===== src/common/mic_hook_cfg.svh =====
// Summary of operation
// - Insertion detection is always debounced
// - Polarity 0 and current present sets flag
// - Ten samples above threshold raise hook flag
// - Ten samples below threshold raise release flag
// - Hook detection is always debounced
// - Pins show steady state, not events
// - Pin changes wait the same detect delays
`ifndef MIC_HOOK_CFG_SVH
`define MIC_HOOK_CFG_SVH

// Register byte offsets, low address byte only
`define REG_CTRL_OFS          8'h00
`define REG_STATUS_OFS        8'h04
`define REG_STATE_OFS         8'h08

// Field positions
`define MIC_BIT               0
`define HOOK_BIT              1

// Reset values
`define CTRL_RESET            2'h0
`define STATUS_RESET          2'h0
`define STATE_RESET           2'h0

// Consecutive qualifying samples before a detection
`define INSERT_DETECT_SAMPLES 4'h8
`define HOOK_DETECT_SAMPLES   4'hA

// AHB-Lite encodings
`define HTRANS_NONSEQ_BIT     1
`define HRESP_OKAY            1'h0

`endif


===== src/common/mic_hook_pkg.sv =====
`default_nettype none
package mic_hook_pkg;

  // One bias current comparator sample
  typedef struct packed {
    logic valid;       // Sample strobe
    logic above_mic;   // Above mic present threshold
    logic above_hook;  // Above hook threshold
  } sense_s;

  // AHB-Lite request signals from the master
  typedef struct packed {
    logic        hsel;
    logic [31:0] haddr;
    logic [1:0]  htrans;
    logic        hwrite;
    logic [2:0]  hsize;
    logic [31:0] hwdata;
    logic        hready;
  } ahb_req_s;

  // Qualifier instance roles
  typedef enum logic [3:0] {
    Q_MIC_IRQ   = 4'b0001,
    Q_HOOK_IRQ  = 4'b0010,
    Q_MIC_PIN   = 4'b0100,
    Q_HOOK_PIN  = 4'b1000
  } qual_role_e;

endpackage
`default_nettype wire


===== src/design/run_qualifier.sv =====
`default_nettype none
module run_qualifier (
  input  wire logic       clk,          // Core clock
  input  wire logic       rst_b,        // Async reset, active low
  input  wire logic       sample_valid, // Sample strobe
  input  wire logic       sample_level, // Comparator level
  input  wire logic       target,       // Level being sought
  input  wire logic [3:0] limit,        // Run length to qualify
  output logic            hit           // One-cycle pulse on qualification
);

  logic [3:0] count;
  logic       target_q;
  logic       restart;
  logic       match;
  logic       fire;

  ////////////////////////////////////////////////////////////////
  // A target change discards any run built for the old target
  assign restart = target != target_q;
  assign match   = sample_level == target;
  assign fire    = sample_valid && match && !restart && (count == limit - 4'h1);

  // Run counter saturates at limit, so one hit per run
  always_ff @(posedge clk or negedge rst_b) begin
    if (!rst_b) begin
      count <= 4'h0;
    end else if (restart) begin
      count <= 4'h0;
    end else if (sample_valid) begin
      if (!match) begin
        count <= 4'h0;
      end else if (count != limit) begin
        count <= count + 4'h1;
      end
    end
  end

  // Target tracking for the restart
  always_ff @(posedge clk or negedge rst_b) begin
    if (!rst_b) begin
      target_q <= 1'b0;
    end else begin
      target_q <= target;
    end
  end

  // Registered qualification pulse
  always_ff @(posedge clk or negedge rst_b) begin
    if (!rst_b) begin
      hit <= 1'b0;
    end else begin
      hit <= fire;
    end
  end

  ////////////////////////////////////////////////////////////////
  // Checks
  a_restart_on_miss: assert property (@(posedge clk) disable iff (!rst_b)
    sample_valid && !match |=> count == 4'h0)
    else $error("run counter kept counting after a failed sample");

  a_hit_full_run: assert property (@(posedge clk) disable iff (!rst_b)
    hit |-> $past(count) == limit - 4'h1 && $past(sample_valid && match))
    else $error("hit without a complete run");

  a_count_bounded: assert property (@(posedge clk) disable iff (!rst_b)
    count <= limit)
    else $error("run counter above its limit");

endmodule
`default_nettype wire


===== src/design/mic_hook_detect.sv =====
// Design decisions made here: the register offsets and register access over AHB-Lite.
`default_nettype none
`include "mic_hook_cfg.svh"
module mic_hook_detect (
  input  wire logic                  CORE_CLK,          // 200 MHz core clock
  input  wire logic                  RST_B,             // Async reset, active low
  input  wire mic_hook_pkg::sense_s  SENSE,             // Bias current comparator samples
  input  wire mic_hook_pkg::ahb_req_s AHB_REQ,          // AHB-Lite request
  output logic [31:0]                HRDATA,            // AHB-Lite read data
  output logic                       HREADYOUT,         // AHB-Lite ready
  output logic                       HRESP,             // AHB-Lite response
  output logic                       MIC_PRESENT_PIN,   // Steady mic present state
  output logic                       HOOK_PRESSED_PIN   // Steady hook pressed state
);
  import mic_hook_pkg::*;

  ////////////////////////////////////////////////////////////////
  // Control and status state
  logic       mic_present_polarity;
  logic       hook_press_polarity;
  logic       mic_present_flag;
  logic       hook_press_flag;
  logic       mic_state;
  logic       hook_state;
  logic [3:0] qual_hit;
  logic [3:0] qual_level;
  logic [3:0] qual_target;
  logic [3:0] qual_limit [4];

  // Bus data phase tracking
  logic       dp_write;
  logic [7:0] dp_addr;
  logic       take;
  logic       wr_ctrl;
  logic       wr_status;
  logic       clr_mic;
  logic       clr_hook;
  logic [31:0] next_rdata;

  ////////////////////////////////////////////////////////////////
  // Qualifier inputs: two event detectors steered by polarity,
  // two steady-state trackers seeking the opposite of their state
  assign qual_level[0]  = SENSE.above_mic;
  assign qual_level[1]  = SENSE.above_hook;
  assign qual_level[2]  = SENSE.above_mic;
  assign qual_level[3]  = SENSE.above_hook;
  assign qual_target[0] = ~mic_present_polarity;
  assign qual_target[1] = ~hook_press_polarity;
  assign qual_target[2] = ~mic_state;
  assign qual_target[3] = ~hook_state;
  assign qual_limit[0]  = `INSERT_DETECT_SAMPLES;
  assign qual_limit[1]  = `HOOK_DETECT_SAMPLES;
  assign qual_limit[2]  = `INSERT_DETECT_SAMPLES;
  assign qual_limit[3]  = `HOOK_DETECT_SAMPLES;

  // Debounce is always on; there is no bypass by design
  genvar gi;
  generate
    for (gi = 0; gi < 4; gi++) begin : g_qual
      run_qualifier u_qual (
        .clk          (CORE_CLK),
        .rst_b        (RST_B),
        .sample_valid (SENSE.valid),
        .sample_level (qual_level[gi]),
        .target       (qual_target[gi]),
        .limit        (qual_limit[gi]),
        .hit          (qual_hit[gi])
      );
    end
  endgenerate

  ////////////////////////////////////////////////////////////////
  // Bus decode; zero wait states so hready alone gates the phase
  assign take      = AHB_REQ.hsel && AHB_REQ.htrans[`HTRANS_NONSEQ_BIT] && AHB_REQ.hready;
  assign wr_ctrl   = dp_write && AHB_REQ.hready && (dp_addr == `REG_CTRL_OFS);
  assign wr_status = dp_write && AHB_REQ.hready && (dp_addr == `REG_STATUS_OFS);
  assign clr_mic   = wr_status && AHB_REQ.hwdata[`MIC_BIT];
  assign clr_hook  = wr_status && AHB_REQ.hwdata[`HOOK_BIT];

  // Address phase capture
  always_ff @(posedge CORE_CLK or negedge RST_B) begin
    if (!RST_B) begin
      dp_write <= 1'b0;
      dp_addr  <= 8'h00;
    end else if (AHB_REQ.hready) begin
      dp_write <= take && AHB_REQ.hwrite;
      dp_addr  <= AHB_REQ.haddr[7:0];
    end
  end

  // Read mux; unmapped offsets read zero
  always_comb begin
    next_rdata = 32'h0000_0000;
    case (AHB_REQ.haddr[7:0])
      `REG_CTRL_OFS: begin
        next_rdata[`MIC_BIT]  = mic_present_polarity;
        next_rdata[`HOOK_BIT] = hook_press_polarity;
      end
      `REG_STATUS_OFS: begin
        next_rdata[`MIC_BIT]  = mic_present_flag;
        next_rdata[`HOOK_BIT] = hook_press_flag;
      end
      `REG_STATE_OFS: begin
        next_rdata[`MIC_BIT]  = mic_state;
        next_rdata[`HOOK_BIT] = hook_state;
      end
      default: begin
        next_rdata = 32'h0000_0000;
      end
    endcase
  end

  // Read data sampled at the address phase, held otherwise
  always_ff @(posedge CORE_CLK or negedge RST_B) begin
    if (!RST_B) begin
      HRDATA <= 32'h0000_0000;
    end else if (take && !AHB_REQ.hwrite) begin
      HRDATA <= next_rdata;
    end
  end

  // Never stalls and never errors
  always_ff @(posedge CORE_CLK or negedge RST_B) begin
    if (!RST_B) begin
      HREADYOUT <= 1'b1;
      HRESP     <= `HRESP_OKAY;
    end else begin
      HREADYOUT <= 1'b1;
      HRESP     <= `HRESP_OKAY;
    end
  end

  ////////////////////////////////////////////////////////////////
  // Polarity control, software owned
  always_ff @(posedge CORE_CLK or negedge RST_B) begin
    if (!RST_B) begin
      {hook_press_polarity, mic_present_polarity} <= `CTRL_RESET;
    end else if (wr_ctrl) begin
      mic_present_polarity <= AHB_REQ.hwdata[`MIC_BIT];
      hook_press_polarity  <= AHB_REQ.hwdata[`HOOK_BIT];
    end
  end

  // Sticky mic flag, write one to clear; a new event beats the clear
  always_ff @(posedge CORE_CLK or negedge RST_B) begin
    if (!RST_B) begin
      mic_present_flag <= 1'b0;
    end else if (qual_hit[0]) begin
      mic_present_flag <= 1'b1;
    end else if (clr_mic) begin
      mic_present_flag <= 1'b0;
    end
  end

  // Sticky hook flag, same clearing scheme
  always_ff @(posedge CORE_CLK or negedge RST_B) begin
    if (!RST_B) begin
      hook_press_flag <= 1'b0;
    end else if (qual_hit[1]) begin
      hook_press_flag <= 1'b1;
    end else if (clr_hook) begin
      hook_press_flag <= 1'b0;
    end
  end

  // Steady states flip only after a full qualifying run
  always_ff @(posedge CORE_CLK or negedge RST_B) begin
    if (!RST_B) begin
      {hook_state, mic_state} <= `STATE_RESET;
    end else begin
      if (qual_hit[2]) begin
        mic_state <= ~mic_state;
      end
      if (qual_hit[3]) begin
        hook_state <= ~hook_state;
      end
    end
  end

  // Pins mirror the steady state one cycle later
  always_ff @(posedge CORE_CLK or negedge RST_B) begin
    if (!RST_B) begin
      MIC_PRESENT_PIN  <= 1'b0;
      HOOK_PRESSED_PIN <= 1'b0;
    end else begin
      MIC_PRESENT_PIN  <= mic_state;
      HOOK_PRESSED_PIN <= hook_state;
    end
  end

  ////////////////////////////////////////////////////////////////
  // Checks
  a_mic_flag_sticky: assert property (@(posedge CORE_CLK) disable iff (!RST_B)
    mic_present_flag && !clr_mic |=> mic_present_flag)
    else $error("mic flag dropped without a clear");

  a_hook_flag_sticky: assert property (@(posedge CORE_CLK) disable iff (!RST_B)
    hook_press_flag && !clr_hook |=> hook_press_flag)
    else $error("hook flag dropped without a clear");

  a_mic_flag_cause: assert property (@(posedge CORE_CLK) disable iff (!RST_B)
    $rose(mic_present_flag) |-> $past(qual_hit[0]))
    else $error("mic flag set without a qualified run");

  a_hook_flag_cause: assert property (@(posedge CORE_CLK) disable iff (!RST_B)
    $rose(hook_press_flag) |-> $past(qual_hit[1]))
    else $error("hook flag set without a qualified run");

  a_set_beats_clear: assert property (@(posedge CORE_CLK) disable iff (!RST_B)
    qual_hit[1] && clr_hook |=> hook_press_flag)
    else $error("hook event lost to a simultaneous clear");

  a_pin_delay: assert property (@(posedge CORE_CLK) disable iff (!RST_B)
    $changed(MIC_PRESENT_PIN) |-> $past(qual_hit[2], 2))
    else $error("mic pin changed without a qualified run");

  a_pin_steady: assert property (@(posedge CORE_CLK) disable iff (!RST_B)
    ##1 HOOK_PRESSED_PIN == $past(hook_state))
    else $error("hook pin does not follow steady state");

  a_ctrl_write: assert property (@(posedge CORE_CLK) disable iff (!RST_B)
    wr_ctrl |=> hook_press_polarity == $past(AHB_REQ.hwdata[`HOOK_BIT]))
    else $error("hook polarity write not applied");

  c_mic_insert: cover property (@(posedge CORE_CLK) disable iff (!RST_B)
    !mic_present_polarity && $rose(mic_present_flag));
  c_hook_release: cover property (@(posedge CORE_CLK) disable iff (!RST_B)
    hook_press_polarity && $rose(hook_press_flag));
  c_clear_race: cover property (@(posedge CORE_CLK) disable iff (!RST_B)
    qual_hit[0] && clr_mic);
  c_pin_rise: cover property (@(posedge CORE_CLK) disable iff (!RST_B)
    $rose(HOOK_PRESSED_PIN));

endmodule
`default_nettype wire


===== config.mk =====
export PLATFORM = sky130hd
export DESIGN_NAME = mic_hook_detect
export DESIGN_NICKNAME = d
export VERILOG_FILES = /design/src/common/mic_hook_pkg.sv /design/src/design/run_qualifier.sv /design/src/design/mic_hook_detect.sv
export VERILOG_INCLUDE_DIRS = /design/src /design/src/common
export SDC_FILE = /design/constraint.sdc
export NUM_CORES = 1
export LEC_CHECK = 0
export BUFFER_PORTS_ARGS = -buffer_cell sky130_fd_sc_hd__buf_2
export CAP_MARGIN = 5
export CORE_MARGIN = 2
export CORE_UTILIZATION = 32
export DETAILED_ROUTE_END_ITERATION = 8
export SYNTH_ARGS = -nofsm -noshare
export SYNTH_HDL_FRONTEND = slang
export SYNTH_SLANG_ARGS = --single-unit

===== constraint.sdc =====
create_clock -name CORE_CLK -period 2.4 [get_ports CORE_CLK]
set_clock_uncertainty 0.2 [all_clocks]
set_input_delay 0.12 -clock CORE_CLK [delete_from_list [all_inputs] [get_ports CORE_CLK]]
set_output_delay 0.12 -clock CORE_CLK [all_outputs]
set_load 0.05 [all_outputs]

==> impl_metrics.ini, run 1 <==
[critical_path]
r2r_end = mic_present_polarity
setup.worst_path.class = flip-flop to flip-flop
r2r_setup_slack_ns = 0.52
r2r_start = dp_addr[5]
cp-startpoint = dp_addr[5]
crit_required_ns = 2.37
startpoint_type = flip-flop
critPathArrivalTime_ns = 1.85
worstPathMaxFanout = 3
crit_path_end_kind = flip-flop
r2r_cells = 4

[cts]
cts-htree-levels = 2
post_cts_resized = 0
cts_root_buf = clkbuf_8
hold_buffers = 13
clockBufferDepth = 2
post_cts_buffers = 0
clk_pin_slew_worst_paths_ns = 0.08
cts_made_buffers = 5
cts_sinks = 43
cts_tree = done
clk_latency_ns = 0.29

[timing]
min_period_over_period_pct = 78.28
finalSetupTns_ns = 0
grt_setup_unrepaired = no
min_period_ns = 1.879
fin_hold_ws_ns = 0.01301
finalWorstSetupSlack_ns = 0.5212
final_hold_viol_count = 0
report.final.slew_viol_count = 0
setup_viol = 0
fmax_mhz = 532.3

[final_layout]
post-route-util_pct = 37.58
layout.nets = 364
drive_gt1_share_pct = 15.88
n_antenna_cell = 0
syn2layout_area_growth_pct = 13.24
final_common_cell = dfrtp_1
nFillCells = 741
final_cell_mix = dfrtp_1, conb_1, buf_2

[worst_hold_path]
hp-start = AHB_REQ[71]
min_to = HRDATA[0]
hold_class = primary input to flip-flop
holdPathStages = 4

[run]
cap_violations = 0

[place]
gp_congestion = 0.8132
dp_hpwl_mm = 2.954
dpl_worst_slack_ns = 0.5334
port_buffers = 22

[yosys]
ys_warn_count = 0
ys_ff_latch = 43
synth_area_per_cell_sq_um = 10.12
synthFlopType = dfrtp_1
synth.area.top_cells = dfrtp_1, buf_4, ha_1
seq_area_frac_synth_pct = 44.47
async_flop_share_pct = 100.0
post-synth-top-area-fraction_pct = 44.47
synth_cell_type_count = 45
synth.cell_area_sq_um = 2420
synth_edf_count = 0
synth_cells = 239
synth_top_area_cell = dfrtp_1

[power_and_ir_drop]
p_seq_share_pct = 50.2
vdd_drop_max_v = 0.0002535
combPwrFrac_pct = 24.8
clkPwrFrac_pct = 25.0
p_per_area_nw_per_um2 = 664.5
intPower_mw = 1.210
switchingPower_mw = 0.6105
netSwitchingFraction_pct = 33.53
p_leak_nw = 1.306

[route]
vias_per_cell = 4.415
drc = 0
via_count = 1660
wl_per_cell_um = 10.60
ant_nets = 0
drt_iter0_markers = 43
first_pass_iters = 4
drt-total-wl_mm = 3.986

[floorplanning]
io_pins = 113
initial_core_util_pct = 33.18
die_area_sq_um = 8274
row_count = 31
die_x_um = 90.96
core_region_area_sq_um = 7292
die_h_um = 90.96

[global_route]
antenna_found_initial = 0
first_global_vias = 1626
gr-total-overflow = 0
grt_max_degree = 32
grt_pass1_wl_mm = 6.996
track_usage_pct = 10.30

[run_status]
status = finished, final reports clean
## critical path: stages (launching register included)
cell	delay, ns
dfrtp_1	0.39
or4_4	0.55
nor3_4	0.19
nand3b_2	0.12
mux2_1	0.32
## cell families (layout without fill, tap and decap cells)
group	count (synthesis)	in the layout	synth area share [%]
AOI/OAI and AO/OA	42	42	11.38
xor gates and xnor gates	4	4	1.448
adders and majority gates	10	10	5.171
buffers and inverters	50	58	12.72
DFF	43	43	44.47
muxes	16	16	7.446
other	2	32	0.3104
and+or+nand+nor	72	72	17.06
## routing by layer
metal	part of all wire (%)	track usage (%)	vias to the layer above
met5	0	0	-
met4	1.3	3.030	0
met3	4.7	3.485	4
met2	49	17.72	35
met1	45	12.18	788
li1	-	-	833
## worst max path at each step
stage                                end  slack (ns)  cells after the start
detailed placement  mic_present_polarity        0.53                      4
finish              mic_present_polarity        0.52                      4
global route        mic_present_polarity        0.45                      4
CTS                  hook_press_polarity        0.51                      4
global placement    mic_present_polarity        0.54                      4
floorplan            hook_press_polarity        0.62                      4
## state kept, by name (all words and copies together) (netlist names)
register / flops
HOOK_PRESSED_PIN: 1
HRDATA: 2
MIC_PRESENT_PIN: 1
dp_addr: 8
dp_write: 1
g_qual.u_qual.count: 16
g_qual.u_qual.hit: 4
g_qual.u_qual.target_q: 4
hook_press_flag: 1
hook_press_polarity: 1
hook_state: 1
mic_present_flag: 1
mic_present_polarity: 1
mic_state: 1
## cells in the mapped netlist, drive strengths merged (4+ instances only)
| library cell | count |
|---|---|
| nand3 | 5 |
| a21oi | 9 |
| nor3 | 4 |
| o21ai | 10 |
| buf | 32 |
| nand2 | 17 |
| nand3b | 7 |
| dfrtp | 43 |
| ha | 10 |
| nor2b | 5 |
| mux2 | 13 |
| nor2 | 12 |
| inv | 15 |
| nand2b | 8 |
## power by group through the flow
stage / Sequential (mW) / Clock (mW) / Combinational (mW)
global route: 0.937 / 0.508 / 0.510
CTS: 0.915 / 0.485 / 0.460
detailed placement: 0.928 / 0 / 0.445
global placement: 0.925 / 0 / 0.430
finish: 0.914 / 0.455 / 0.452
floorplan: 0.922 / 0 / 0.381
## through the flow
stage          instances  cell area [sq um]  total power, mW
2_1_floorplan        269               2532            1.303
3_3_place_gp         356               2522            1.355
3_5_place_dp         356               2522            1.372
4_1_cts              376               2740            1.860
5_1_grt              376               2740            1.956
6_report             376               2740            1.821
## cell type report
class	instances	area (sq um)	area share [%]
tap	99	123.9	4.521
clock inverter	1	5.005	0.1826
clock buffer	6	82.58	3.014
inverter	15	56.30	2.055
timing repair buffer	36	247.7	9.041
sequential	43	1076	39.27
multi-input combinational	176	1149	41.92
(Power assumes the default switching activity.)
==> run 2: changes to the inputs <==
Clock period 2.4 ns to 1.7 ns, I/O delays scaled along.
==> run 2 against run 1 <==
  * The flow now finishes with violations (hold timing, setup timing)
  * Non-clock buffer count grew 13
  * Critical path depth unchanged
  * Setup slack got worse by 0.64 ns
  * Sequential share of layout area is 1.7 points lower
  * Clock power up 37%
  * Die area did not move
  * Register-to-register slack got worse by 0.64 ns
  * First-iteration DRC count rose by 16%
  * Total power rose by 43%
  * Sequential power rose by 41%
==> impl_metrics.ini, run 2 (synthesis gave the netlist of run 1 again) <==
[critical_path]
crit_path_end_kind = flip-flop
setup.worst_path.class = flip-flop to flip-flop
worstPathMaxFanout = 2
crit_chain = or4_4 -> nor3_4 -> nand3b_2 -> mux2_1
critPathArrivalTime_ns = 1.80
r2r_start = dp_addr[5]
startpoint_type = flip-flop
cp-startpoint = dp_addr[5]
crit_path_max_incr_delay_ns = 0.54
crit_slowest_cell = or4_4
crit_required_ns = 1.68
r2r_cells = 4

[run]
cap_violations = 0

[route]
via_count = 1713
first_pass_iters = 4
wl_per_cell_um = 11.22
drt-total-wl_mm = 4.374
drc = 0
ant_nets = 0
vias_per_cell = 4.392
drt_iter0_markers = 50

[timing]
report.final.slew_viol_count = 0
finalWorstSetupSlack_ns = -0.1166
fin_hold_ws_ns = -0.02706
max_slew_margin_pct = 63.80
min_period_over_period_pct = 106.9
fmax_mhz = 550.5
min_period_ns = 1.817
worst-slew-pin-transition_ns = 0.5429
final_hold_viol_count = 2
finalSetupTns_ns = -0.3893
setup_viol = 4
grt_setup_unrepaired = yes

[global_route]
grt_pass1_wl_mm = 7.169
antenna_found_initial = 0
track_usage_pct = 10.73
grt_max_degree = 44
first_global_vias = 1595
gr-total-overflow = 0

[power_and_ir_drop]
finalPower_mw = 2.601
clkPwrFrac_pct = 23.9
p_leak_nw = 1.376
combPwrFrac_pct = 26.6
switchingPower_mw = 0.8943
vdd_drop_max_v = 0.0003359
intPower_mw = 1.707
p_per_area_nw_per_um2 = 908.6
netSwitchingFraction_pct = 34.38
p_seq_share_pct = 49.5

[final_layout]
largest_reg_flops = 16
multi_input_area_sq_um = 1169
reg_top3 = g_qual.u_qual.count (16), dp_addr (8)
post-route-util_pct = 39.26
drive_gt1_share_pct = 20.62
n_antenna_cell = 0
design_area_sq_um = 2863
final_cell_mix = dfrtp_1, conb_1, buf_2
nFillCells = 726
register_area_sq_um = 1076
regMostFlops = g_qual.u_qual.count
layout.nets = 377
syn2layout_area_growth_pct = 18.30
final_common_cell = dfrtp_1

[cts]
cts-htree-levels = 2
clk_pin_slew_worst_paths_ns = 0.08
cts_made_buffers = 5
cts_root_buf = clkbuf_8
cts_tree = done
cts_sinks = 43
clk_latency_ns = 0.29
clockBufferDepth = 2

[place]
port_buffers = 22
dpl_worst_slack_ns = -0.1074
gp_congestion = 0.7651
place_area_sq_um = 2605
dp_hpwl_mm = 3.015

[run_status]
status = finished with violations
failed_checks = hold timing, setup timing

[floorplanning]
die_x_um = 90.96
die_h_um = 90.96
io_pins = 113
die_area_sq_um = 8274
initial_core_util_pct = 33.18
core_region_area_sq_um = 7292
row_count = 31

[worst_hold_path]
hold_class = primary input to flip-flop
hp-start = AHB_REQ[71]
holdPathStages = 4
## run 2: cell types whose count changed in the layout (fill, tap and decap cells not counted), moves of 2 or more
cell	change
buf_4	+10
clkinv_2	+2
dlygate4sd3_1	+2
o21ai_0	-2
## run 2: worst paths after layout
check                                            end  slack [ns]
max                             mic_present_polarity       -0.12
min                                        HRDATA[1]       -0.03
max reg2reg                     mic_present_polarity       -0.12
min reg2reg                               hook_state        0.23
max in group asynchronous  g_qual[0].u_qual.count[3]        0.73
min in group asynchronous                 dp_addr[6]        0.20
## run 2: what timing repair did
| item | CTS | global route |
|---|---|---|
| hold buffers | 16 | 0 |
| setup buffers | 1 | 1 |
| endpoints found under the setup margin | 5 | 12 |
| resized for setup | 1 | 5 |
| endpoints found under the hold margin | 61 | 0 |
| pin swaps | 4 | 3 |
## run 2: metrics by stage
stage          hold WS, ns  std cells
2_1_floorplan      -0.4106        269
4_1_cts          0.0009692        391
6_report          -0.02706        390
5_1_grt            0.01069        390
3_3_place_gp     -0.008317        366
3_5_place_dp      0.004676        366
## run 2: final cells by class
cell class,count,area share [%]
clock buffer,5,2.404
clock inverter,3,0.5245
multi-input combinational,176,40.82
timing repair buffer,49,12.37
sequential,43,37.59
inverter,15,1.967
tap,99,4.327
## run 2: worst max-delay path, delay by kind of cell, from the launching register on
family,cells,cell delay [ns]
flops,1,0.39
mux,1,0.32
simple gates,3,0.80
## run 2: per-layer routing
metal	GRT usage, %	vias to the layer above	part of all wire [%]
li1	-	860	-
met3	3.154	4	4.1
met2	17.59	39	47
met4	3.788	0	1.1
met5	0	-	0
met1	13.45	810	47
## run 2: power by group through the flow
stage               registers (mW)  clock network [mW]  logic, mW
detailed placement            1.31                   0      0.662
global route                  1.31               0.702      0.771
CTS                           1.29               0.667      0.693
global placement              1.30                   0      0.648
floorplan                     1.30                   0      0.539
finish                        1.29               0.622      0.691
